File: config.mk
export PLATFORM = sky130hd
export DESIGN_NAME = atir_taskfile
export DESIGN_NICKNAME = d
export VERILOG_FILES = /design/src/shared/atir_pkg.sv /design/src/rtl/atir_id_rom.sv /design/src/rtl/atir_taskfile.sv
export SDC_FILE = /design/constraint.sdc
export NUM_CORES = 1
export LEC_CHECK = 0
export BUFFER_PORTS_ARGS = -buffer_cell sky130_fd_sc_hd__buf_2
export CAP_MARGIN = 20
export CORE_MARGIN = 8
export CORE_UTILIZATION = 55
export DETAILED_ROUTE_END_ITERATION = 8
export PLACE_DENSITY = 0.85
export REMOVE_ABC_BUFFERS = 1
export SLEW_MARGIN = 20
export SYNTH_ARGS = -nofsm -noshare
export SYNTH_HDL_FRONTEND = slang
export SYNTH_SLANG_ARGS = --single-unit
File: constraint.sdc
create_clock -name REF_CLK_IN -period 3.15 [get_ports REF_CLK_IN]
set_input_delay 0.315 -clock REF_CLK_IN [delete_from_list [all_inputs] [get_ports REF_CLK_IN]]
set_output_delay 0.315 -clock REF_CLK_IN [all_outputs]
set_load 0.02 [all_outputs]
File: src/shared/atir_pkg.sv
// atir_pkg: constants of the taskfile register bank and identify table
// Notes on behaviour
// - sixteen-bit data port at offset 0x00 moves words in both directions.
// - offset 0x01 reads the error byte and writes the feature byte.
// - offset 0x07 reads the status byte; writes there deliver the opcode.
// - offsets 0x02 to 0x06 are plain read/write byte registers.
// - commands use 28-bit block addresses spread over low, mid, high, unit.
// - identify word 255 holds A5h low and a checksum byte high.
// - identify word 105 reads 0008h, data set management block limit.
// - identify word 169 reads 0001h, data set management supported.
// - identify word 234 reads 0001h, least firmware download blocks.
// - identify word 235 reads 0080h, most firmware download blocks.
// - identify word 217 reads 0001h, non-rotating media.
// - identify word 106 reads 4000h, physical versus logical sector size.
// - identify word 209 reads 4000h, logical block alignment.
// - identify word 222 reads 107Fh and word 223 reads zero.
// - identify word 168 gives form factor 3h, 4h or 5h.
// - identify words 210 to 213 read zero.
// - maximum user address words follow the capacity; 28-bit field reads 00FFFFFFh at 256G.
package atir_pkg;
  // register indices; byte address is four times the index
  localparam logic [3:0] ATIR_IDX_DATA = 4'h0;
  localparam logic [3:0] ATIR_IDX_FAULT = 4'h1;
  localparam logic [3:0] ATIR_IDX_COUNT = 4'h2;
  localparam logic [3:0] ATIR_IDX_LBA_LOW = 4'h3;
  localparam logic [3:0] ATIR_IDX_LBA_MID = 4'h4;
  localparam logic [3:0] ATIR_IDX_LBA_HIGH = 4'h5;
  localparam logic [3:0] ATIR_IDX_UNIT = 4'h6;
  localparam logic [3:0] ATIR_IDX_OPCODE = 4'h7;
  localparam logic [3:0] ATIR_IDX_IRQ_ST = 4'h8;
  localparam logic [3:0] ATIR_IDX_IRQ_MASK = 4'h9;
  localparam logic [3:0] ATIR_IDX_ID_PTR = 4'ha;
  // status byte fields
  localparam int ATIR_ST_BSY = 7;
  localparam int ATIR_ST_DRDY = 6;
  localparam int ATIR_ST_DRQ = 3;
  localparam int ATIR_ST_ERR = 0;
  localparam logic [7:0] ATIR_ERR_ABRT = 8'h04;
  localparam logic [7:0] ATIR_CMD_IDENTIFY = 8'hec;
  // interrupt status fields
  localparam int ATIR_EV_DRQ = 0;
  localparam int ATIR_EV_DONE = 1;
  // reset values
  localparam logic [7:0] ATIR_RST_BYTE = 8'h00;
  localparam logic [1:0] ATIR_RST_MASK = 2'h0;
  // identify word indices and fixed values
  localparam logic [7:0] ATIR_W_LBA28 = 8'h3c;
  localparam logic [7:0] ATIR_W_LBA48 = 8'h64;
  localparam logic [7:0] ATIR_W_DSM_MAX = 8'h69;
  localparam logic [15:0] ATIR_V_DSM_MAX = 16'h0008;
  localparam logic [7:0] ATIR_W_SECT_SIZE = 8'h6a;
  localparam logic [15:0] ATIR_V_SECT_SIZE = 16'h4000;
  localparam logic [7:0] ATIR_W_SETTINGS = 8'h77;
  localparam logic [7:0] ATIR_W_FEAT_EN = 8'h78;
  localparam logic [15:0] ATIR_V_SETTINGS = 16'h4014;
  localparam logic [7:0] ATIR_W_SECURITY = 8'h80;
  localparam logic [15:0] ATIR_V_SECURITY = 16'h0021;
  localparam logic [7:0] ATIR_W_VENDOR = 8'h8d;
  localparam logic [15:0] ATIR_V_VENDOR = 16'h0001;
  localparam logic [7:0] ATIR_W_FORM = 8'ha8;
  localparam logic [7:0] ATIR_W_DSM_SUP = 8'ha9;
  localparam logic [15:0] ATIR_V_DSM_SUP = 16'h0001;
  localparam logic [7:0] ATIR_W_ALIGN = 8'hd1;
  localparam logic [15:0] ATIR_V_ALIGN = 16'h4000;
  localparam logic [7:0] ATIR_W_WRV_FIRST = 8'hd2;
  localparam logic [7:0] ATIR_W_WRV_LAST = 8'hd5;
  localparam logic [7:0] ATIR_W_NONROT = 8'hd9;
  localparam logic [15:0] ATIR_V_NONROT = 16'h0001;
  localparam logic [7:0] ATIR_W_TMAJOR = 8'hde;
  localparam logic [15:0] ATIR_V_TMAJOR = 16'h107f;
  localparam logic [7:0] ATIR_W_TMINOR = 8'hdf;
  localparam logic [7:0] ATIR_W_DL_MIN = 8'hea;
  localparam logic [15:0] ATIR_V_DL_MIN = 16'h0001;
  localparam logic [7:0] ATIR_W_DL_MAX = 8'heb;
  localparam logic [15:0] ATIR_V_DL_MAX = 16'h0080;
  localparam logic [7:0] ATIR_W_INTEGRITY = 8'hff;
  localparam logic [7:0] ATIR_SIGNATURE = 8'ha5;
  // capacity dependent maximum user addresses
  localparam logic [31:0] ATIR_LBA28_64G = 32'h07740ab0;
  localparam logic [31:0] ATIR_LBA28_128G = 32'h0ee7c2b0;
  localparam logic [31:0] ATIR_LBA28_256G = 32'h00ffffff;
  localparam logic [31:0] ATIR_LBA48_256G = 32'h1dcf32b0;
endpackage

File: src/rtl/atir_id_rom.sv
// atir_id_rom: identify data table with registered read word
module atir_id_rom
  import atir_pkg::*;
#(
  parameter int CAP_SEL = 0,
  parameter logic [3:0] FORM = 4'h3
) (
  // clock and reset
  input wire logic clk_in,
  input wire logic rst_in,
  // read port
  input wire logic [7:0] addr_in,
  output logic [15:0] data_out
);
  localparam logic [31:0] LBA28 = (CAP_SEL == 0) ? ATIR_LBA28_64G :
    (CAP_SEL == 1) ? ATIR_LBA28_128G : ATIR_LBA28_256G;
  localparam logic [31:0] LBA48 = (CAP_SEL == 0) ? ATIR_LBA28_64G :
    (CAP_SEL == 1) ? ATIR_LBA28_128G : ATIR_LBA48_256G;

  if (CAP_SEL > 2 || FORM < 4'h3 || FORM > 4'h5) begin : bad_param
    $error("atir_id_rom: capacity or form factor out of range");
  end

  function automatic logic [15:0] base_word(input logic [7:0] a);
    logic [15:0] w;
    w = 16'h0000;
    if (a == ATIR_W_LBA28) w = LBA28[15:0];
    else if (a == ATIR_W_LBA28 + 8'h01) w = LBA28[31:16];
    else if (a == ATIR_W_LBA48) w = LBA48[15:0];
    else if (a == ATIR_W_LBA48 + 8'h01) w = LBA48[31:16];
    else if (a == ATIR_W_DSM_MAX) w = ATIR_V_DSM_MAX;
    else if (a == ATIR_W_SECT_SIZE) w = ATIR_V_SECT_SIZE;
    else if (a == ATIR_W_SETTINGS) w = ATIR_V_SETTINGS;
    else if (a == ATIR_W_FEAT_EN) w = ATIR_V_SETTINGS;
    else if (a == ATIR_W_SECURITY) w = ATIR_V_SECURITY;
    else if (a == ATIR_W_VENDOR) w = ATIR_V_VENDOR;
    else if (a == ATIR_W_FORM) w = {12'h000, FORM};
    else if (a == ATIR_W_DSM_SUP) w = ATIR_V_DSM_SUP;
    else if (a == ATIR_W_ALIGN) w = ATIR_V_ALIGN;
    else if (a == ATIR_W_NONROT) w = ATIR_V_NONROT;
    else if (a == ATIR_W_TMAJOR) w = ATIR_V_TMAJOR;
    else if (a == ATIR_W_DL_MIN) w = ATIR_V_DL_MIN;
    else if (a == ATIR_W_DL_MAX) w = ATIR_V_DL_MAX;
    else if (a == ATIR_W_INTEGRITY) w = {8'h00, ATIR_SIGNATURE};
    return w;
  endfunction

  // negated byte sum of the whole table with the checksum byte at zero
  function automatic logic [7:0] calc_check();
    logic [7:0] sum;
    logic [15:0] w;
    sum = 8'h00;
    for (int i = 0; i < 256; i++) begin
      w = base_word(8'(i));
      sum = sum + w[7:0] + w[15:8];
    end
    return 8'(8'h00 - sum);
  endfunction

  localparam logic [7:0] CHECK = calc_check();

  typedef struct packed {
    logic [15:0] data;
  } atir_rom_state_type;

  atir_rom_state_type s;
  atir_rom_state_type next_s;

  always_comb begin
    next_s = s;
    next_s.data = base_word(addr_in);
    if (addr_in == ATIR_W_INTEGRITY) begin
      next_s.data[15:8] = CHECK;
    end
  end

  always_ff @(posedge clk_in) begin
    if (rst_in) begin
      s <= '0;
    end else begin
      s <= next_s;
    end
  end

  assign data_out = s.data;

  integrity_word_a: assert property (@(posedge clk_in) disable iff (rst_in)
    addr_in == ATIR_W_INTEGRITY |=> data_out == {CHECK, 8'ha5})
    else $error("integrity word wrong");
  dsm_words_a: assert property (@(posedge clk_in) disable iff (rst_in)
    (addr_in == 8'd105 || addr_in == 8'd169)
    |=> data_out == ($past(addr_in) == 8'd105 ? 16'h0008 : 16'h0001))
    else $error("data set management word wrong");
  download_words_a: assert property (@(posedge clk_in) disable iff (rst_in)
    addr_in == 8'd234 ##1 addr_in == 8'd235
    |=> data_out == 16'h0080 && $past(data_out) == 16'h0001)
    else $error("download limit words wrong");
  media_words_a: assert property (@(posedge clk_in) disable iff (rst_in)
    (addr_in == 8'd217 || addr_in == 8'd222)
    |=> data_out == ($past(addr_in) == 8'd217 ? 16'h0001 : 16'h107f))
    else $error("media or transport word wrong");
  zero_words_a: assert property (@(posedge clk_in) disable iff (rst_in)
    (addr_in >= 8'd210 && addr_in <= 8'd213) || addr_in == 8'd223
    |=> data_out == 16'h0000)
    else $error("unsupported feature word not zero");
endmodule

File: src/rtl/atir_taskfile.sv
// atir_taskfile: command block registers over apb with identify data out
//
// Register access over APB is this design's own decision.
module atir_taskfile
  import atir_pkg::*;
#(
  parameter int ADDR_W = 8,
  parameter int CAP_SEL = 0,
  parameter logic [3:0] FORM = 4'h3
) (
  // clock and reset
  input wire logic REF_CLK_IN,
  input wire logic SYS_RST_IN,
  // apb slave
  input wire logic PSEL_IN,
  input wire logic PENABLE_IN,
  input wire logic PWRITE_IN,
  input wire logic [ADDR_W-1:0] PADDR_IN,
  input wire logic [31:0] PWDATA_IN,
  output logic [31:0] PRDATA_OUT,
  output logic PREADY_OUT,
  output logic PSLVERR_OUT,
  // command hand-off to the back end
  output logic CMD_STROBE_OUT,
  output logic [7:0] CMD_CODE_OUT,
  output logic [7:0] FEATURE_OUT,
  output logic [7:0] COUNT_OUT,
  output logic [27:0] LBA_OUT,
  input wire logic CMD_DONE_IN,
  input wire logic CMD_FAIL_IN,
  // host data words toward the back end
  output logic WR_VALID_OUT,
  output logic [15:0] WR_DATA_OUT,
  // interrupt
  output logic IRQ_OUT
);
  if (ADDR_W < 6 || ADDR_W > 32) begin : bad_addr_w
    $error("atir_taskfile: ADDR_W must lie in 6..32");
  end

  typedef struct packed {
    logic pready;
    logic pslverr;
    logic [31:0] prdata;
    logic [7:0] feature;
    logic [7:0] fault;
    logic [7:0] count;
    logic [7:0] lba_low;
    logic [7:0] lba_mid;
    logic [7:0] lba_high;
    logic [7:0] unit;
    logic bsy;
    logic drq;
    logic err;
    logic [7:0] ptr;
    logic [1:0] irq_st;
    logic [1:0] irq_mask;
    logic irq;
    logic cmd_strobe;
    logic [7:0] cmd_code;
    logic [7:0] cmd_feature;
    logic [7:0] cmd_count;
    logic [27:0] lba;
    logic wr_valid;
    logic [15:0] wr_data;
  } atir_tf_state_type;

  atir_tf_state_type s;
  atir_tf_state_type next_s;

  logic [15:0] rom_q;
  logic [3:0] idx;
  logic upper_zero;
  logic mapped;
  logic setup;
  logic done;
  logic wr_done;
  logic rd_done;
  logic [7:0] status;
  logic [7:0] wbyte;
  logic [31:0] rd_value;
  logic [1:0] ev;

  // identify table, addressed by the pointer it will hold next
  atir_id_rom #(
    .CAP_SEL(CAP_SEL),
    .FORM(FORM)
  ) u_rom (
    .clk_in(REF_CLK_IN),
    .rst_in(SYS_RST_IN),
    .addr_in(next_s.ptr),
    .data_out(rom_q)
  );

  // address decode
  assign idx = PADDR_IN[5:2];
  if (ADDR_W > 6) begin : g_upper
    assign upper_zero = (PADDR_IN[ADDR_W-1:6] == '0);
  end else begin : g_no_upper
    assign upper_zero = 1'b1;
  end
  assign mapped = upper_zero && (PADDR_IN[1:0] == 2'b00) &&
    (idx <= ATIR_IDX_ID_PTR);

  // apb phases: answer one cycle after setup, effect at completion
  assign setup = PSEL_IN && !PENABLE_IN && !s.pready;
  assign done = PSEL_IN && PENABLE_IN && s.pready;
  assign wr_done = done && PWRITE_IN && mapped;
  assign rd_done = done && !PWRITE_IN && mapped;
  assign wbyte = PWDATA_IN[7:0];

  // status byte assembled from live flags
  always_comb begin
    status = 8'h00;
    status[ATIR_ST_BSY] = s.bsy;
    status[ATIR_ST_DRDY] = 1'b1;
    status[ATIR_ST_DRQ] = s.drq;
    status[ATIR_ST_ERR] = s.err;
  end

  // read multiplexer
  always_comb begin
    rd_value = 32'h0000_0000;
    if (!mapped) begin
      rd_value = 32'h0000_0000;
    end else if (idx == ATIR_IDX_DATA) begin
      rd_value[15:0] = s.drq ? rom_q : s.wr_data;
    end else if (idx == ATIR_IDX_FAULT) begin
      rd_value[7:0] = s.fault;
    end else if (idx == ATIR_IDX_COUNT) begin
      rd_value[7:0] = s.count;
    end else if (idx == ATIR_IDX_LBA_LOW) begin
      rd_value[7:0] = s.lba_low;
    end else if (idx == ATIR_IDX_LBA_MID) begin
      rd_value[7:0] = s.lba_mid;
    end else if (idx == ATIR_IDX_LBA_HIGH) begin
      rd_value[7:0] = s.lba_high;
    end else if (idx == ATIR_IDX_UNIT) begin
      rd_value[7:0] = s.unit;
    end else if (idx == ATIR_IDX_OPCODE) begin
      rd_value[7:0] = status;
    end else if (idx == ATIR_IDX_IRQ_ST) begin
      rd_value[1:0] = s.irq_st;
    end else if (idx == ATIR_IDX_IRQ_MASK) begin
      rd_value[1:0] = s.irq_mask;
    end else begin
      rd_value[8:0] = {s.drq, s.ptr};
    end
  end

  always_comb begin
    next_s = s;
    ev = 2'b00;
    next_s.cmd_strobe = 1'b0;
    next_s.wr_valid = 1'b0;
    if (setup) begin
      next_s.pready = 1'b1;
      next_s.pslverr = !mapped;
      next_s.prdata = rd_value;
    end
    if (done) begin
      next_s.pready = 1'b0;
      next_s.pslverr = 1'b0;
    end
    // taskfile bytes ignored while a command owns them
    if (wr_done && !s.bsy && !s.drq) begin
      if (idx == ATIR_IDX_FAULT) begin
        next_s.feature = wbyte;
      end else if (idx == ATIR_IDX_COUNT) begin
        next_s.count = wbyte;
      end else if (idx == ATIR_IDX_LBA_LOW) begin
        next_s.lba_low = wbyte;
      end else if (idx == ATIR_IDX_LBA_MID) begin
        next_s.lba_mid = wbyte;
      end else if (idx == ATIR_IDX_LBA_HIGH) begin
        next_s.lba_high = wbyte;
      end else if (idx == ATIR_IDX_UNIT) begin
        next_s.unit = wbyte;
      end else if (idx == ATIR_IDX_OPCODE) begin
        next_s.err = 1'b0;
        next_s.fault = ATIR_RST_BYTE;
        next_s.cmd_code = wbyte;
        next_s.cmd_feature = s.feature;
        next_s.cmd_count = s.count;
        next_s.lba = {s.unit[3:0], s.lba_high, s.lba_mid, s.lba_low};
        if (wbyte == ATIR_CMD_IDENTIFY) begin
          next_s.drq = 1'b1;
          next_s.ptr = 8'h00;
          ev[ATIR_EV_DRQ] = 1'b1;
        end else begin
          next_s.bsy = 1'b1;
          next_s.cmd_strobe = 1'b1;
        end
      end
    end
    if (wr_done && idx == ATIR_IDX_DATA) begin
      next_s.wr_data = PWDATA_IN[15:0];
      next_s.wr_valid = 1'b1;
    end
    if (wr_done && idx == ATIR_IDX_IRQ_MASK) begin
      next_s.irq_mask = PWDATA_IN[1:0];
    end
    // each data read while drq is set steps to the next identify word
    if (rd_done && idx == ATIR_IDX_DATA && s.drq) begin
      next_s.ptr = s.ptr + 8'h01;
      if (s.ptr == ATIR_W_INTEGRITY) begin
        next_s.drq = 1'b0;
        ev[ATIR_EV_DONE] = 1'b1;
      end
    end
    if (s.bsy && CMD_DONE_IN) begin
      next_s.bsy = 1'b0;
      next_s.err = CMD_FAIL_IN;
      next_s.fault = CMD_FAIL_IN ? ATIR_ERR_ABRT : ATIR_RST_BYTE;
      ev[ATIR_EV_DONE] = 1'b1;
    end
    // read clears only the bits it reported; a new event wins
    next_s.irq_st = s.irq_st | ev;
    if (rd_done && idx == ATIR_IDX_IRQ_ST) begin
      next_s.irq_st = (s.irq_st & ~s.prdata[1:0]) | ev;
    end
    next_s.irq = |(next_s.irq_st & next_s.irq_mask);
  end

  always_ff @(posedge REF_CLK_IN) begin
    if (SYS_RST_IN) begin
      s <= '0;
      s.irq_mask <= ATIR_RST_MASK;
      s.unit <= ATIR_RST_BYTE;
    end else begin
      s <= next_s;
    end
  end

  assign PRDATA_OUT = s.prdata;
  assign PREADY_OUT = s.pready;
  assign PSLVERR_OUT = s.pslverr;
  assign CMD_STROBE_OUT = s.cmd_strobe;
  assign CMD_CODE_OUT = s.cmd_code;
  assign FEATURE_OUT = s.cmd_feature;
  assign COUNT_OUT = s.cmd_count;
  assign LBA_OUT = s.lba;
  assign WR_VALID_OUT = s.wr_valid;
  assign WR_DATA_OUT = s.wr_data;
  assign IRQ_OUT = s.irq;

  apb_answer_a: assert property (@(posedge REF_CLK_IN)
    disable iff (SYS_RST_IN)
    setup |=> PREADY_OUT ##1 !PREADY_OUT)
    else $error("apb answer not one cycle after setup");
  data_word_a: assert property (@(posedge REF_CLK_IN)
    disable iff (SYS_RST_IN)
    setup && !PWRITE_IN && mapped && idx == ATIR_IDX_DATA && s.drq
    |=> PRDATA_OUT == {16'h0000, $past(rom_q)})
    else $error("data port did not return identify word");
  feature_write_a: assert property (@(posedge REF_CLK_IN)
    disable iff (SYS_RST_IN)
    wr_done && idx == ATIR_IDX_FAULT && !s.bsy && !s.drq
    |=> s.feature == $past(wbyte) && s.fault == $past(s.fault))
    else $error("feature write touched the error byte");
  status_read_a: assert property (@(posedge REF_CLK_IN)
    disable iff (SYS_RST_IN)
    setup && !PWRITE_IN && mapped && idx == ATIR_IDX_OPCODE
    |=> PRDATA_OUT[7:0] == {$past(s.bsy), 1'b1, 2'b00, $past(s.drq),
      2'b00, $past(s.err)})
    else $error("status read wrong");
  byte_echo_a: assert property (@(posedge REF_CLK_IN)
    disable iff (SYS_RST_IN)
    wr_done && idx == ATIR_IDX_COUNT && !s.bsy && !s.drq
    ##1 setup && !PWRITE_IN && idx == ATIR_IDX_COUNT
    |=> PRDATA_OUT[7:0] == s.count)
    else $error("count byte did not read back");
  lba_form_a: assert property (@(posedge REF_CLK_IN)
    disable iff (SYS_RST_IN)
    CMD_STROBE_OUT |-> LBA_OUT == {s.unit[3:0], s.lba_high, s.lba_mid,
      s.lba_low} && s.bsy)
    else $error("28-bit address not assembled");
  ident_start_a: assert property (@(posedge REF_CLK_IN)
    disable iff (SYS_RST_IN)
    wr_done && idx == ATIR_IDX_OPCODE && wbyte == ATIR_CMD_IDENTIFY &&
    !s.bsy && !s.drq |=> s.drq && s.ptr == 8'h00 && !CMD_STROBE_OUT)
    else $error("identify did not start at word zero");
  word_order_a: assert property (@(posedge REF_CLK_IN)
    disable iff (SYS_RST_IN)
    rd_done && idx == ATIR_IDX_DATA && s.drq
    |=> s.ptr == 8'($past(s.ptr) + 8'h01) &&
      s.drq == ($past(s.ptr) != 8'hff))
    else $error("identify words out of order");
  irq_level_a: assert property (@(posedge REF_CLK_IN)
    disable iff (SYS_RST_IN)
    IRQ_OUT == |(s.irq_st & s.irq_mask))
    else $error("interrupt level does not follow status and mask");
  map_error_a: assert property (@(posedge REF_CLK_IN)
    disable iff (SYS_RST_IN)
    setup |=> PSLVERR_OUT == !$past(mapped))
    else $error("error response does not follow the map");
  map_zero_a: assert property (@(posedge REF_CLK_IN)
    disable iff (SYS_RST_IN)
    setup && !mapped |=> PRDATA_OUT == 32'h0000_0000)
    else $error("unmapped read returned data");
  fault_read_a: assert property (@(posedge REF_CLK_IN)
    disable iff (SYS_RST_IN)
    setup && !PWRITE_IN && mapped && idx == ATIR_IDX_FAULT
    |=> PRDATA_OUT == {24'h000000, $past(s.fault)})
    else $error("error byte read wrong");
  opcode_take_a: assert property (@(posedge REF_CLK_IN)
    disable iff (SYS_RST_IN)
    wr_done && idx == ATIR_IDX_OPCODE && wbyte != ATIR_CMD_IDENTIFY &&
    !s.bsy && !s.drq
    |=> CMD_STROBE_OUT && s.bsy && CMD_CODE_OUT == $past(wbyte) &&
      FEATURE_OUT == $past(s.feature) && COUNT_OUT == $past(s.count))
    else $error("command opcode not handed over");
  strobe_pulse_a: assert property (@(posedge REF_CLK_IN)
    disable iff (SYS_RST_IN)
    CMD_STROBE_OUT |=> !CMD_STROBE_OUT)
    else $error("command strobe longer than one cycle");
  busy_guard_a: assert property (@(posedge REF_CLK_IN)
    disable iff (SYS_RST_IN)
    wr_done && idx != ATIR_IDX_DATA && idx != ATIR_IDX_IRQ_MASK &&
    (s.bsy || s.drq)
    |=> s.count == $past(s.count) && s.unit == $past(s.unit) &&
      s.lba_low == $past(s.lba_low) && !CMD_STROBE_OUT)
    else $error("taskfile changed while a command owns it");
  host_word_a: assert property (@(posedge REF_CLK_IN)
    disable iff (SYS_RST_IN)
    wr_done && idx == ATIR_IDX_DATA
    |=> WR_VALID_OUT && WR_DATA_OUT == $past(PWDATA_IN[15:0]))
    else $error("host data word not passed on");
  host_echo_a: assert property (@(posedge REF_CLK_IN)
    disable iff (SYS_RST_IN)
    setup && !PWRITE_IN && mapped && idx == ATIR_IDX_DATA && !s.drq
    |=> PRDATA_OUT == {16'h0000, WR_DATA_OUT})
    else $error("data port did not return host word");
  cmd_end_a: assert property (@(posedge REF_CLK_IN)
    disable iff (SYS_RST_IN)
    s.bsy && CMD_DONE_IN
    |=> !s.bsy && s.err == $past(CMD_FAIL_IN) && s.irq_st[ATIR_EV_DONE])
    else $error("command end not reported");
  irq_clear_a: assert property (@(posedge REF_CLK_IN)
    disable iff (SYS_RST_IN)
    rd_done && idx == ATIR_IDX_IRQ_ST && ev == 2'b00
    |=> (s.irq_st & $past(s.prdata[1:0])) == 2'b00)
    else $error("status read did not clear reported bits");
  irq_set_a: assert property (@(posedge REF_CLK_IN)
    disable iff (SYS_RST_IN)
    ev != 2'b00 |=> (s.irq_st & $past(ev)) == $past(ev))
    else $error("interrupt event lost");
endmodule

==> results of run 1 <==
-- layout make-up --
cell class | instances | share of cell area
clock buffer | 18 | 0.0496
tap | 184 | 0.0260
clock inverter | 14 | 0.0185
timing repair buffer | 167 | 0.108
multi-input combinational | 646 | 0.417
inverter | 11 | 0.00467
sequential | 166 | 0.376
-- registers in the layout, summed over array words and instances (netlist names) --
signal / count
CMD_CODE_OUT: 8
CMD_STROBE_OUT: 1
COUNT_OUT: 8
FEATURE_OUT: 8
IRQ_OUT: 1
LBA_OUT: 28
PRDATA_OUT: 16
PREADY_OUT: 1
PSLVERR_OUT: 1
WR_DATA_OUT: 16
WR_VALID_OUT: 1
s: 63
u_rom.data_out: 14
-- synth_stat cells, types with 6 or more instances --
| cell type | n | area, sq um |
|---|---|---|
| sky130_fd_sc_hd__a211oi_1 | 6 | 45.0 |
| sky130_fd_sc_hd__a21oi_1 | 109 | 546 |
| sky130_fd_sc_hd__a22oi_1 | 8 | 60.1 |
| sky130_fd_sc_hd__a32oi_1 | 6 | 52.6 |
| sky130_fd_sc_hd__and3_1 | 6 | 37.5 |
| sky130_fd_sc_hd__buf_4 | 101 | 758 |
| sky130_fd_sc_hd__clkbuf_1 | 60 | 225 |
| sky130_fd_sc_hd__dfxtp_1 | 166 | 3320 |
| sky130_fd_sc_hd__inv_1 | 11 | 41.3 |
| sky130_fd_sc_hd__mux2_2 | 12 | 135 |
| sky130_fd_sc_hd__mux2i_1 | 53 | 531 |
| sky130_fd_sc_hd__nand2_1 | 163 | 612 |
| sky130_fd_sc_hd__nand2b_1 | 6 | 37.5 |
| sky130_fd_sc_hd__nand3_1 | 39 | 195 |
| sky130_fd_sc_hd__nor2_1 | 93 | 349 |
| sky130_fd_sc_hd__nor2b_1 | 7 | 43.8 |
| sky130_fd_sc_hd__nor3_1 | 11 | 55.1 |
| sky130_fd_sc_hd__nor4_1 | 6 | 37.5 |
| sky130_fd_sc_hd__o21ai_0 | 9 | 45.0 |
| sky130_fd_sc_hd__o22ai_1 | 7 | 43.8 |
| sky130_fd_sc_hd__o311ai_0 | 6 | 52.6 |
-- metal layers --
metal	vias up	wire [um]	global-route usage	part of all wire
met5	-	13	0	0.00061
met4	2	618	0.106	0.029
met3	51	1640	0.0463	0.078
met2	301	9960	0.351	0.47
met1	3163	8960	0.283	0.42
li1	3307	-	-	-
-- power by group through the flow --
stage | sequential, uW | clock, uW | combinational [uW]
after global placement | 2150 | 0 | 209
after global routing | 2100 | 2220 | 231
after floorplan | 2150 | 0 | 77.1
final | 2100 | 2120 | 217
after CTS | 2100 | 2130 | 211
after detailed placement | 2150 | 0 | 210
-- worst paths after layout --
| check | to | from | depth (start not counted) | slack [ns] |
|---|---|---|---|---|
| max | u_rom.data_out[2]$_SDFF_PP0_ | s[85]$_SDFFE_PP0P_ | 10 | 0.27 |
| min | PREADY_OUT$_SDFFE_PP0P_ | PENABLE_IN | 2 | 0.11 |
| min reg2reg | COUNT_OUT[3]$_SDFFE_PP0P_ | COUNT_OUT[3]$_SDFFE_PP0P_ | 2 | 0.45 |
| max reg2reg | u_rom.data_out[2]$_SDFF_PP0_ | s[85]$_SDFFE_PP0P_ | 10 | 0.27 |
-- kinds of logic (layout without fill, tap and decap cells) --
| logic type | count (synthesis) | count (layout) | synth area share |
|---|---|---|---|
| simple gates | 369 | 369 | 0.214 |
| compound gates | 189 | 189 | 0.143 |
| buf+inv | 179 | 210 | 0.133 |
| flops | 166 | 166 | 0.414 |
| mux | 68 | 68 | 0.0905 |
| xor+xnor | 3 | 3 | 0.00328 |
| fa+ha+maj | 1 | 1 | 0.00156 |
| other cells | 1 | 16 | 0.000468 |
-- stage by stage --
stage | instances | total power, uW
CTS | 1206 | 4440
global placement | 1174 | 2360
detailed placement | 1174 | 2360
finish | 1206 | 4440
global route | 1206 | 4550
floorplan | 823 | 2230
==> summary.json, run 1 <==
{
  "grt_start_max_net_pins": {"value": 86},
  "setup-violations-final": {"value": 0},
  "grt_first_pass_wirelength": {"value": 32700, "unit": "um"},
  "switching_power_summed_over_all_nets": {"value": 1060, "unit": "uW"},
  "final.period_utilization": {"value": 0.915},
  "synth.ff_latch_count": {"value": 166},
  "final-max-slew-violation-count": {"value": 0},
  "tritoncts": {"value": "yes"},
  "timing_hold_violations_final": {"value": 0},
  "post_synth_instance_area": {"value": 8020, "unit": "sq um"},
  "share_clk_of_total_power": {"value": 0.478},
  "criticalPathCategory": {"value": "reg -> reg"},
  "leakagePower": {"value": 0.00384, "unit": "uW"},
  "final_layout_size_suffix_gt1_frac": {"value": 0.228},
  "proportion_of_synthesized_chip_area_in_sequential_cells": {"value": 0.414},
  "asyncSetResetFlopFracSynth": {"value": 0},
  "post-route-worst-setup-slack": {"value": 0.267, "unit": "ns"},
  "vias": {"value": 6824},
  "critical-path-max-stage-delay": {"value": 0.55, "unit": "ns"},
  "h-tree-depth": {"value": 4},
  "fin_setup_tns": {"value": 0, "unit": "ns"},
  "worstPathCellList": {"value": "or3b_1 > or4_4 > buf_4 > nor2_2 > nor2_1 > nor4_1 > o21ai_1 > buf_4 > nand2b_1 > a31oi_1"},
  "yosysWarningCount": {"value": 0},
  "slew_headroom": {"value": 0.426},
  "worst_ir_drop_vdd": {"value": 0.400, "unit": "mV"},
  "drt-pass1-iter-count": {"value": 5},
  "place.gp.congestion": {"value": 0.945},
  "final_design_area_no_fill": {"value": 8850, "unit": "sq um"},
  "detailed_place_hpwl": {"value": 15000, "unit": "um"},
  "post-route-util": {"value": 0.616},
  "fp.coreArea": {"value": 14400, "unit": "sq um"},
  "boundaryPins": {"value": 152},
  "cts.hold.buffers_added": {"value": 0},
  "dpl-instance-area": {"value": 8250, "unit": "sq um"},
  "arrival": {"value": 3.23, "unit": "ns"},
  "pwr-share-comb": {"value": 0.049},
  "synth_edf_count": {"value": 0},
  "numCtsBuffers": {"value": 17},
  "route.detailed.drc": {"value": 0},
  "tmin_final": {"value": 2.88, "unit": "ns"},
  "slowest_stage": {"value": "sky130_fd_sc_hd__or4_4"},
  "nFillCells": {"value": 1197},
  "area.growth.synth_to_final": {"value": 10.4, "unit": "%"},
  "skew": {"value": 0.0131, "unit": "ns"},
  "yosysUniqueCellTypes": {"value": 74},
  "internal_power": {"value": 3370, "unit": "uW"},
  "crit_path_frequent_cell": {"value": "sky130_fd_sc_hd__buf_4"},
  "dr.first_iter.drc_count": {"value": 704},
  "power.sequential.fraction": {"value": 0.474},
  "power_switching_share": {"value": 0.240},
  "vias_in_the_first_global_route": {"value": 6276},
  "totalWireLength": {"value": 21200, "unit": "um"},
  "grt_setup_unrepaired": {"value": "false"},
  "placement_rows": {"value": 44},
  "timing_worst_slew_pin_value": {"value": 0.861, "unit": "ns"},
  "clk_root_buffer_cell": {"value": "sky130_fd_sc_hd__clkbuf_16"},
  "clockBufferDepth": {"value": 2},
  "timing.hold.worst.class": {"value": "in -> reg"},
  "grt.overflow.total": {"value": 0},
  "antennaDiodeCount": {"value": 0},
  "fp.dieH": {"value": 137, "unit": "um"},
  "synth.avg_cell_area": {"value": 8.21, "unit": "sq um"},
  "most-common-layout-cells": {"value": "166 x sky130_fd_sc_hd__dfxtp_1, 163 x sky130_fd_sc_hd__nand2_1, 118 x sky130_fd_sc_hd__buf_2"},
  "status": {"value": "finished clean"},
  "power_per_cell_area": {"value": 501, "unit": "nW/um^2"},
  "post_drt_wl_per_cell": {"value": 17.6, "unit": "um"},
  "synth-main-ff-cell": {"value": "sky130_fd_sc_hd__dfxtp_1"},
  "clk_pin_slew": {"value": 0.07, "unit": "ns"},
  "regArea": {"value": 3320, "unit": "sq um"},
  "worst_skew_pair.late_latency": {"value": 0.43, "unit": "ns"},
  "total_number_of_nets_in_the_final_design": {"value": 1057},
  "final_antenna_net_count": {"value": 0},
  "post_cts.resized_instances": {"value": 0},
  "drt-vias-per-instance": {"value": 5.66},
  "max-cap-violations": {"value": 0},
  "fmaxAchievable": {"value": 347, "unit": "MHz"},
  "cp_max_fo": {"value": 6},
  "cell_type_group_with_the_largest_total_delay_on_the_critical_path": {"value": "simple AND/OR/NAND/NOR gates"},
  "dieArea": {"value": 18700, "unit": "sq um"},
  "cp-end-kind": {"value": "flip-flop"},
  "fp.dieW": {"value": 137, "unit": "um"},
  "grt_antenna_before_repair": {"value": 1},
  "worstSetupStartpointType": {"value": "flip-flop"},
  "syn_inst": {"value": 976},
  "cp.buffers_inverters": {"value": 2},
  "layout.cells.most_common": {"value": "sky130_fd_sc_hd__dfxtp_1"},
  "worst_hold_slack": {"value": 0.112, "unit": "ns"},
  "total_grt_usage": {"value": 0.222},
  "cts_post_setup_buffers_inserted": {"value": 0},
  "place.port_buffers": {"value": 119},
  "cts.sinks": {"value": 166},
  "timing.critical_path.required": {"value": 3.49, "unit": "ns"},
  "place_ws": {"value": 0.0159, "unit": "ns"},
  "floorplan.initialDensity": {"value": 0.558},
  "multiInputGateArea": {"value": 3690, "unit": "sq um"}
}
(Power assumes the default switching activity.)
==> run 2, diff against run 1 <==
--- a/config.mk
+++ b/config.mk
@@ -8,9 +8,9 @@
 export BUFFER_PORTS_ARGS = -buffer_cell sky130_fd_sc_hd__buf_2
 export CAP_MARGIN = 20
 export CORE_MARGIN = 8
-export CORE_UTILIZATION = 55
+export CORE_UTILIZATION = 35
 export DETAILED_ROUTE_END_ITERATION = 8
-export PLACE_DENSITY = 0.85
+export PLACE_DENSITY = 0.61
 export REMOVE_ABC_BUFFERS = 1
 export SLEW_MARGIN = 20
 export SYNTH_ARGS = -nofsm -noshare
==> run 2 against run 1 <==
Non-clock buffer count fell by 13. Via count fell by 2.5%. Sequential share of layout area down 0.12 points. Largest power group is now registers. Highest routed layer unchanged. Hold slack lost 0.011 ns. Global-route usage shrank 6.6 points. First-iteration DRC count decreased by 14%.
==> summary.json, run 2 (synthesis gave the netlist of run 1 again) <==
{
  "fmaxAchievable": {"value": 340, "unit": "MHz", "change": "was 347 MHz"},
  "timing.critical_path.required": {"value": 3.44, "unit": "ns", "change": "was 3.49 ns"},
  "grt_start_max_net_pins": {"value": 86, "change": "unchanged"},
  "registers.top_by_ff_count": {"value": "s", "change": "unchanged"},
  "grt_setup_unrepaired": {"value": "false", "change": "unchanged"},
  "vias_in_the_first_global_route": {"value": 6191, "change": "was 6,276"},
  "totalWireLength": {"value": 22300, "unit": "um", "change": "was 21,200 um"},
  "leakagePower": {"value": 0.00378, "unit": "uW", "change": "was 0.00384 uW"},
  "worstSetupStartpointType": {"value": "flip-flop", "change": "unchanged"},
  "place.port_buffers": {"value": 119, "change": "unchanged"},
  "boundaryPins": {"value": 152, "change": "unchanged"},
  "cp_max_fo": {"value": 11, "change": "was 6"},
  "setup-violations-final": {"value": 0, "change": "unchanged"},
  "area.growth.synth_to_final": {"value": 10.7, "unit": "%", "change": "was 10.4%"},
  "skew": {"value": 0.0144, "unit": "ns", "change": "was 0.0131 ns"},
  "max-cap-violations": {"value": 0, "change": "unchanged"},
  "cp-end-kind": {"value": "flip-flop", "change": "unchanged"},
  "route.detailed.drc": {"value": 0, "change": "unchanged"},
  "clockBufferDepth": {"value": 2, "change": "unchanged"},
  "dr.first_iter.drc_count": {"value": 605, "change": "was 704"},
  "total_grt_usage": {"value": 0.156, "change": "was 0.222"},
  "cts.hold.buffers_added": {"value": 0, "change": "unchanged"},
  "post-route-util": {"value": 0.393, "change": "was 0.616"},
  "arrival": {"value": 3.24, "unit": "ns", "change": "was 3.23 ns"},
  "floorplan.initialDensity": {"value": 0.355, "change": "was 0.558"},
  "grt_first_pass_wirelength": {"value": 35100, "unit": "um", "change": "was 32,700 um"},
  "status": {"value": "finished clean", "change": "unchanged"},
  "cts_post_setup_buffers_inserted": {"value": 0, "change": "unchanged"},
  "dieArea": {"value": 28000, "unit": "sq um", "change": "was 18,700 sq um"},
  "grt_antenna_before_repair": {"value": 1, "change": "unchanged"},
  "placement_rows": {"value": 55, "change": "was 44"},
  "fp.dieH": {"value": 167, "unit": "um", "change": "was 137 um"},
  "fp.dieW": {"value": 167, "unit": "um", "change": "was 137 um"},
  "layout.cells.most_common": {"value": "sky130_fd_sc_hd__dfxtp_1", "change": "unchanged"},
  "timing.hold.worst.class": {"value": "in -> reg", "change": "unchanged"},
  "largest_reg_flops": {"value": 63, "change": "unchanged"},
  "numCtsBuffers": {"value": 17, "change": "unchanged"},
  "worst_hold_slack": {"value": 0.101, "unit": "ns", "change": "was 0.112 ns"},
  "worst_skew_pair.late_latency": {"value": 0.43, "unit": "ns", "change": "about the same"},
  "worst_ir_drop_vdd": {"value": 0.277, "unit": "mV", "change": "was 0.400 mV"},
  "grt.overflow.total": {"value": 0, "change": "unchanged"},
  "clk_pin_slew": {"value": 0.07, "unit": "ns", "change": "about the same"},
  "tmin_final": {"value": 2.94, "unit": "ns", "change": "was 2.88 ns"},
  "timing_hold_violations_final": {"value": 0, "change": "unchanged"},
  "total_number_of_nets_in_the_final_design": {"value": 1044, "change": "was 1,057"},
  "final.period_utilization": {"value": 0.934, "change": "was 0.915"},
  "vias": {"value": 6655, "change": "was 6,824"},
  "post_cts.resized_instances": {"value": 0, "change": "unchanged"},
  "clk_root_buffer_cell": {"value": "sky130_fd_sc_hd__clkbuf_16", "change": "unchanged"},
  "criticalPathCategory": {"value": "reg -> reg", "change": "unchanged"},
  "most-common-layout-cells": {"value": "166 x sky130_fd_sc_hd__dfxtp_1, 163 x sky130_fd_sc_hd__nand2_1, 118 x sky130_fd_sc_hd__buf_2", "change": "unchanged"},
  "antennaDiodeCount": {"value": 0, "change": "unchanged"},
  "final_layout_size_suffix_gt1_frac": {"value": 0.217, "change": "was 0.228"},
  "whs_path_depth": {"value": 2, "change": "unchanged"},
  "fp.coreArea": {"value": 22600, "unit": "sq um", "change": "was 14,400 sq um"},
  "drt-pass1-iter-count": {"value": 5, "change": "unchanged"},
  "detailed_place_hpwl": {"value": 16000, "unit": "um", "change": "was 15,000 um"},
  "power_per_cell_area": {"value": 498, "unit": "nW/um^2", "change": "was 501 nW/um^2"},
  "tritoncts": {"value": "yes", "change": "unchanged"},
  "place.gp.congestion": {"value": 0.849, "change": "was 0.945"},
  "drt-vias-per-instance": {"value": 5.14, "change": "was 5.66"},
  "slew_headroom": {"value": 0.452, "change": "was 0.426"},
  "final_antenna_net_count": {"value": 0, "change": "unchanged"},
  "reg2reg_depth": {"value": 8, "change": "was 10"},
  "post_drt_wl_per_cell": {"value": 17.2, "unit": "um", "change": "was 17.6 um"},
  "timing_worst_slew_pin_value": {"value": 0.820, "unit": "ns", "change": "was 0.861 ns"},
  "h-tree-depth": {"value": 4, "change": "unchanged"},
  "final-max-slew-violation-count": {"value": 0, "change": "unchanged"},
  "fin_setup_tns": {"value": 0, "unit": "ns", "change": "unchanged"},
  "cts.sinks": {"value": 166, "change": "unchanged"}
}
run 2: cell type report:
type	instances	area, sq um
Fill cell	2340	13700
Inverter	11	41.3
Multi-Input combinational cell	646	3690
Tap cell	285	357
Sequential cell	166	3320
Timing Repair Buffer	154	873
Clock inverter	13	148
Clock buffer	19	443
run 2: metrics by stage:
step	cell area, sq um	std cells	power (uW)	setup WS [ns]
after CTS	8880	1294	4460	0.291
after global placement	8290	1262	2370	0.107
after detailed placement	8290	1262	2370	0.0845
after global routing	8880	1294	4570	0.0322
after floorplan	7050	823	2230	-2.77
final	8880	1294	4420	0.207
run 2: critical path, cell delays in order, from the launching register on:
cell                       delay, ns
sky130_fd_sc_hd__dfxtp_1        0.54
sky130_fd_sc_hd__or3b_1         0.29
sky130_fd_sc_hd__or4_4          0.22
sky130_fd_sc_hd__o22ai_2        0.09
sky130_fd_sc_hd__o21bai_1       0.65
sky130_fd_sc_hd__nand2_1        0.23
sky130_fd_sc_hd__or4_4          0.51
sky130_fd_sc_hd__or2b_1         0.23
sky130_fd_sc_hd__a211oi_1       0.05
run 2: per-layer routing:
layer	part of all wire	track usage	wire length (um)	vias up
met1	0.45	0.206	10100	3144
li1	-	-	-	3285
met4	0.019	0.0446	425	2
met3	0.065	0.0437	1450	31
met5	0.00036	0	8	-
met2	0.46	0.243	10300	193
run 2: path summary, 6_finish.rpt:
check,start,to,slack (ns)
min,PENABLE_IN,PREADY_OUT$_SDFFE_PP0P_,0.10
max reg2reg,s[84]$_SDFF_PP0_,u_rom.data_out[14]$_SDFF_PP0_,0.21
max,s[84]$_SDFF_PP0_,u_rom.data_out[14]$_SDFF_PP0_,0.21
min reg2reg,FEATURE_OUT[7]$_SDFFE_PP0P_,FEATURE_OUT[7]$_SDFFE_PP0P_,0.45
run 2: power breakdown:
group	internal (uW)	switching (uW)	total, uW
registers	2100	1.48	2100
logic	61.0	162	223
clock network	1200	897	2100
total	3360	1060	4420
==> run 3, diff against run 2 <==
--- a/config.mk
+++ b/config.mk
@@ -9,6 +9,8 @@
 export CAP_MARGIN = 20
 export CORE_MARGIN = 8
 export CORE_UTILIZATION = 35
+export CTS_BUF_LIST = sky130_fd_sc_hd__clkbuf_4 sky130_fd_sc_hd__clkbuf_8
+export CTS_CLUSTER_DIAMETER = 120
 export DETAILED_ROUTE_END_ITERATION = 8
 export PLACE_DENSITY = 0.61
 export REMOVE_ABC_BUFFERS = 1
==> run 3 against run 2 <==
Global-route usage up 0.074 points. Clock power down 25%. First-iteration DRC count down 12%. Hold slack worse by 0.045 ns. Wire length up 0.27%. Count of clock-buffer cells in the layout unchanged. Critical path type unchanged. Largest cell class unchanged. Largest power group unchanged.
==> summary.json, run 3 (synthesis gave the netlist of run 1 again) <==
{
  "fp.dieH": {"value": 167, "unit": "um", "change": "unchanged"},
  "timing.hold.worst.class": {"value": "in -> reg", "change": "unchanged"},
  "slew_headroom": {"value": 0.461, "change": "was 0.452"},
  "final.period_utilization": {"value": 0.930, "change": "was 0.934"},
  "setup-violations-final": {"value": 0, "change": "unchanged"},
  "grt_antenna_before_repair": {"value": 1, "change": "unchanged"},
  "arrival": {"value": 3.27, "unit": "ns", "change": "was 3.24 ns"},
  "place.port_buffers": {"value": 119, "change": "unchanged"},
  "cts.sinks": {"value": 166, "change": "unchanged"},
  "dieArea": {"value": 28000, "unit": "sq um", "change": "unchanged"},
  "worst_hold_slack": {"value": 0.0561, "unit": "ns", "change": "was 0.101 ns"},
  "total_grt_usage": {"value": 0.156, "change": "about the same"},
  "cp-end-kind": {"value": "flip-flop", "change": "unchanged"},
  "grt_setup_unrepaired": {"value": "false", "change": "unchanged"},
  "status": {"value": "finished clean", "change": "unchanged"},
  "place_ws": {"value": 0.0845, "unit": "ns", "change": "unchanged"},
  "largest_reg_flops": {"value": 63, "change": "unchanged"},
  "clockBufferDepth": {"value": 2, "change": "unchanged"},
  "area.growth.synth_to_final": {"value": 8.40, "unit": "%", "change": "was 10.7%"},
  "final-max-slew-violation-count": {"value": 0, "change": "unchanged"},
  "detailed_place_hpwl": {"value": 16000, "unit": "um", "change": "unchanged"},
  "post_drt_wl_per_cell": {"value": 17.3, "unit": "um", "change": "was 17.2 um"},
  "place.gp.congestion": {"value": 0.849, "change": "unchanged"},
  "fp.coreArea": {"value": 22600, "unit": "sq um", "change": "unchanged"},
  "boundaryPins": {"value": 152, "change": "unchanged"},
  "cp_max_fo": {"value": 11, "change": "unchanged"},
  "criticalPathCategory": {"value": "reg -> reg", "change": "unchanged"},
  "power_per_cell_area": {"value": 450, "unit": "nW/um^2", "change": "was 498 nW/um^2"},
  "drt-vias-per-instance": {"value": 5.13, "change": "was 5.14"},
  "timing.critical_path.required": {"value": 3.49, "unit": "ns", "change": "was 3.44 ns"},
  "power": {"value": 3910, "unit": "uW", "change": "was 4420 uW"},
  "cts_post_setup_buffers_inserted": {"value": 0, "change": "unchanged"},
  "layout.cells.most_common": {"value": "sky130_fd_sc_hd__dfxtp_1", "change": "unchanged"},
  "skew": {"value": 0.0101, "unit": "ns", "change": "was 0.0144 ns"},
  "tmin_final": {"value": 2.93, "unit": "ns", "change": "was 2.94 ns"},
  "worst_skew_pair.late_latency": {"value": 0.47, "unit": "ns", "change": "was 0.43 ns"},
  "cts.hold.buffers_added": {"value": 0, "change": "unchanged"},
  "most-common-layout-cells": {"value": "166 x sky130_fd_sc_hd__dfxtp_1, 163 x sky130_fd_sc_hd__nand2_1, 118 x sky130_fd_sc_hd__buf_2", "change": "unchanged"},
  "fmaxAchievable": {"value": 341, "unit": "MHz", "change": "was 340 MHz"},
  "grt.overflow.total": {"value": 0, "change": "unchanged"},
  "post_cts.resized_instances": {"value": 0, "change": "unchanged"},
  "total_number_of_nets_in_the_final_design": {"value": 1044, "change": "unchanged"},
  "worstSetupStartpointType": {"value": "flip-flop", "change": "unchanged"},
  "vias": {"value": 6635, "change": "was 6,655"},
  "h-tree-depth": {"value": 4, "change": "unchanged"},
  "route.detailed.drc": {"value": 0, "change": "unchanged"},
  "grt_start_max_net_pins": {"value": 86, "change": "unchanged"},
  "nFillCells": {"value": 2372, "change": "was 2,340"},
  "clk_pin_slew": {"value": 0.09, "unit": "ns", "change": "was 0.07 ns"},
  "clk_root_buffer_cell": {"value": "sky130_fd_sc_hd__clkbuf_8", "change": "was sky130_fd_sc_hd__clkbuf_16"},
  "fp.dieW": {"value": 167, "unit": "um", "change": "unchanged"},
  "timing_hold_violations_final": {"value": 0, "change": "unchanged"},
  "final_antenna_net_count": {"value": 0, "change": "unchanged"},
  "totalWireLength": {"value": 22300, "unit": "um", "change": "about the same"},
  "registers.top_by_ff_count": {"value": "s", "change": "unchanged"},
  "regArea": {"value": 3320, "unit": "sq um", "change": "unchanged"},
  "final_layout_size_suffix_gt1_frac": {"value": 0.218, "change": "was 0.217"},
  "floorplan.initialDensity": {"value": 0.355, "change": "unchanged"},
  "drt-pass1-iter-count": {"value": 5, "change": "unchanged"},
  "tritoncts": {"value": "yes", "change": "unchanged"},
  "antennaDiodeCount": {"value": 0, "change": "unchanged"},
  "numCtsBuffers": {"value": 17, "change": "unchanged"},
  "timing_worst_slew_pin_value": {"value": 0.807, "unit": "ns", "change": "was 0.820 ns"},
  "max-cap-violations": {"value": 0, "change": "unchanged"},
  "placement_rows": {"value": 55, "change": "unchanged"},
  "post-route-worst-setup-slack": {"value": 0.221, "unit": "ns", "change": "was 0.207 ns"},
  "multiInputGateArea": {"value": 3690, "unit": "sq um", "change": "unchanged"},
  "dr.first_iter.drc_count": {"value": 535, "change": "was 605"},
  "leakagePower": {"value": 0.00369, "unit": "uW", "change": "was 0.00378 uW"},
  "vias_in_the_first_global_route": {"value": 6194, "change": "was 6,191"},
  "worst_ir_drop_vdd": {"value": 0.219, "unit": "mV", "change": "was 0.277 mV"},
  "grt_first_pass_wirelength": {"value": 35200, "unit": "um", "change": "was 35,100 um"}
}
run 3: cell counts in the layout (fill, tap and decap cells not counted):
No cell type changed its count.
run 3: worst paths after layout:
kind / startpoint / slack [ns] / cells after the start / to
worst max-delay path: s[84]$_SDFF_PP0_ / 0.22 / 8 / u_rom.data_out[14]$_SDFF_PP0_
worst min-delay path: PENABLE_IN / 0.06 / 2 / PREADY_OUT$_SDFFE_PP0P_
worst max register to register: s[84]$_SDFF_PP0_ / 0.22 / 8 / u_rom.data_out[14]$_SDFF_PP0_
worst min register to register: FEATURE_OUT[7]$_SDFFE_PP0P_ / 0.45 / 2 / FEATURE_OUT[7]$_SDFFE_PP0P_
run 3: through the flow:
stage | area, sq um | TNS, ns | std cells | utilization
final | 8690 | 0 | 1294 | 0.385
after detailed placement | 8290 | 0 | 1262 | 0.367
after global routing | 8690 | 0 | 1294 | 0.385
after global placement | 8290 | 0 | 1262 | 0.367
after CTS | 8690 | 0 | 1294 | 0.385
after floorplan | 7050 | -106.14 | 823 | -
run 3: critical path: stages (launching register included):
cell and delay [ns]:
sky130_fd_sc_hd__dfxtp_1 0.55, sky130_fd_sc_hd__or3b_1 0.29, sky130_fd_sc_hd__or4_4 0.22, sky130_fd_sc_hd__o22ai_2 0.09, sky130_fd_sc_hd__o21bai_1 0.64, sky130_fd_sc_hd__nand2_1 0.23, sky130_fd_sc_hd__or4_4 0.51, sky130_fd_sc_hd__or2b_1 0.23
sky130_fd_sc_hd__a211oi_1 0.05
run 3: final cells by class:
type | instances | area share
flip-flops and latches | 166 | 0.382
inverters | 11 | 0.00475
multi-input cells | 646 | 0.425
clock buffers | 19 | 0.0294
clock inverters | 13 | 0.0170
repair buffers | 154 | 0.100
well taps | 285 | 0.0410
run 3: metal layers:
metal | wire length [um] | up-vias | GRT usage
met5 | 8 | - | 0
met4 | 599 | 2 | 0.0575
met3 | 1440 | 40 | 0.0428
met2 | 10100 | 182 | 0.242
met1 | 10200 | 3139 | 0.205
li1 | - | 3272 | -
run 3: power breakdown:
group	switching, uW	total (uW)	internal, uW
Sequential	1.57	2100	2100
Clock	837	1580	747
Combinational	163	224	61.0
Total	1000	3910	2910
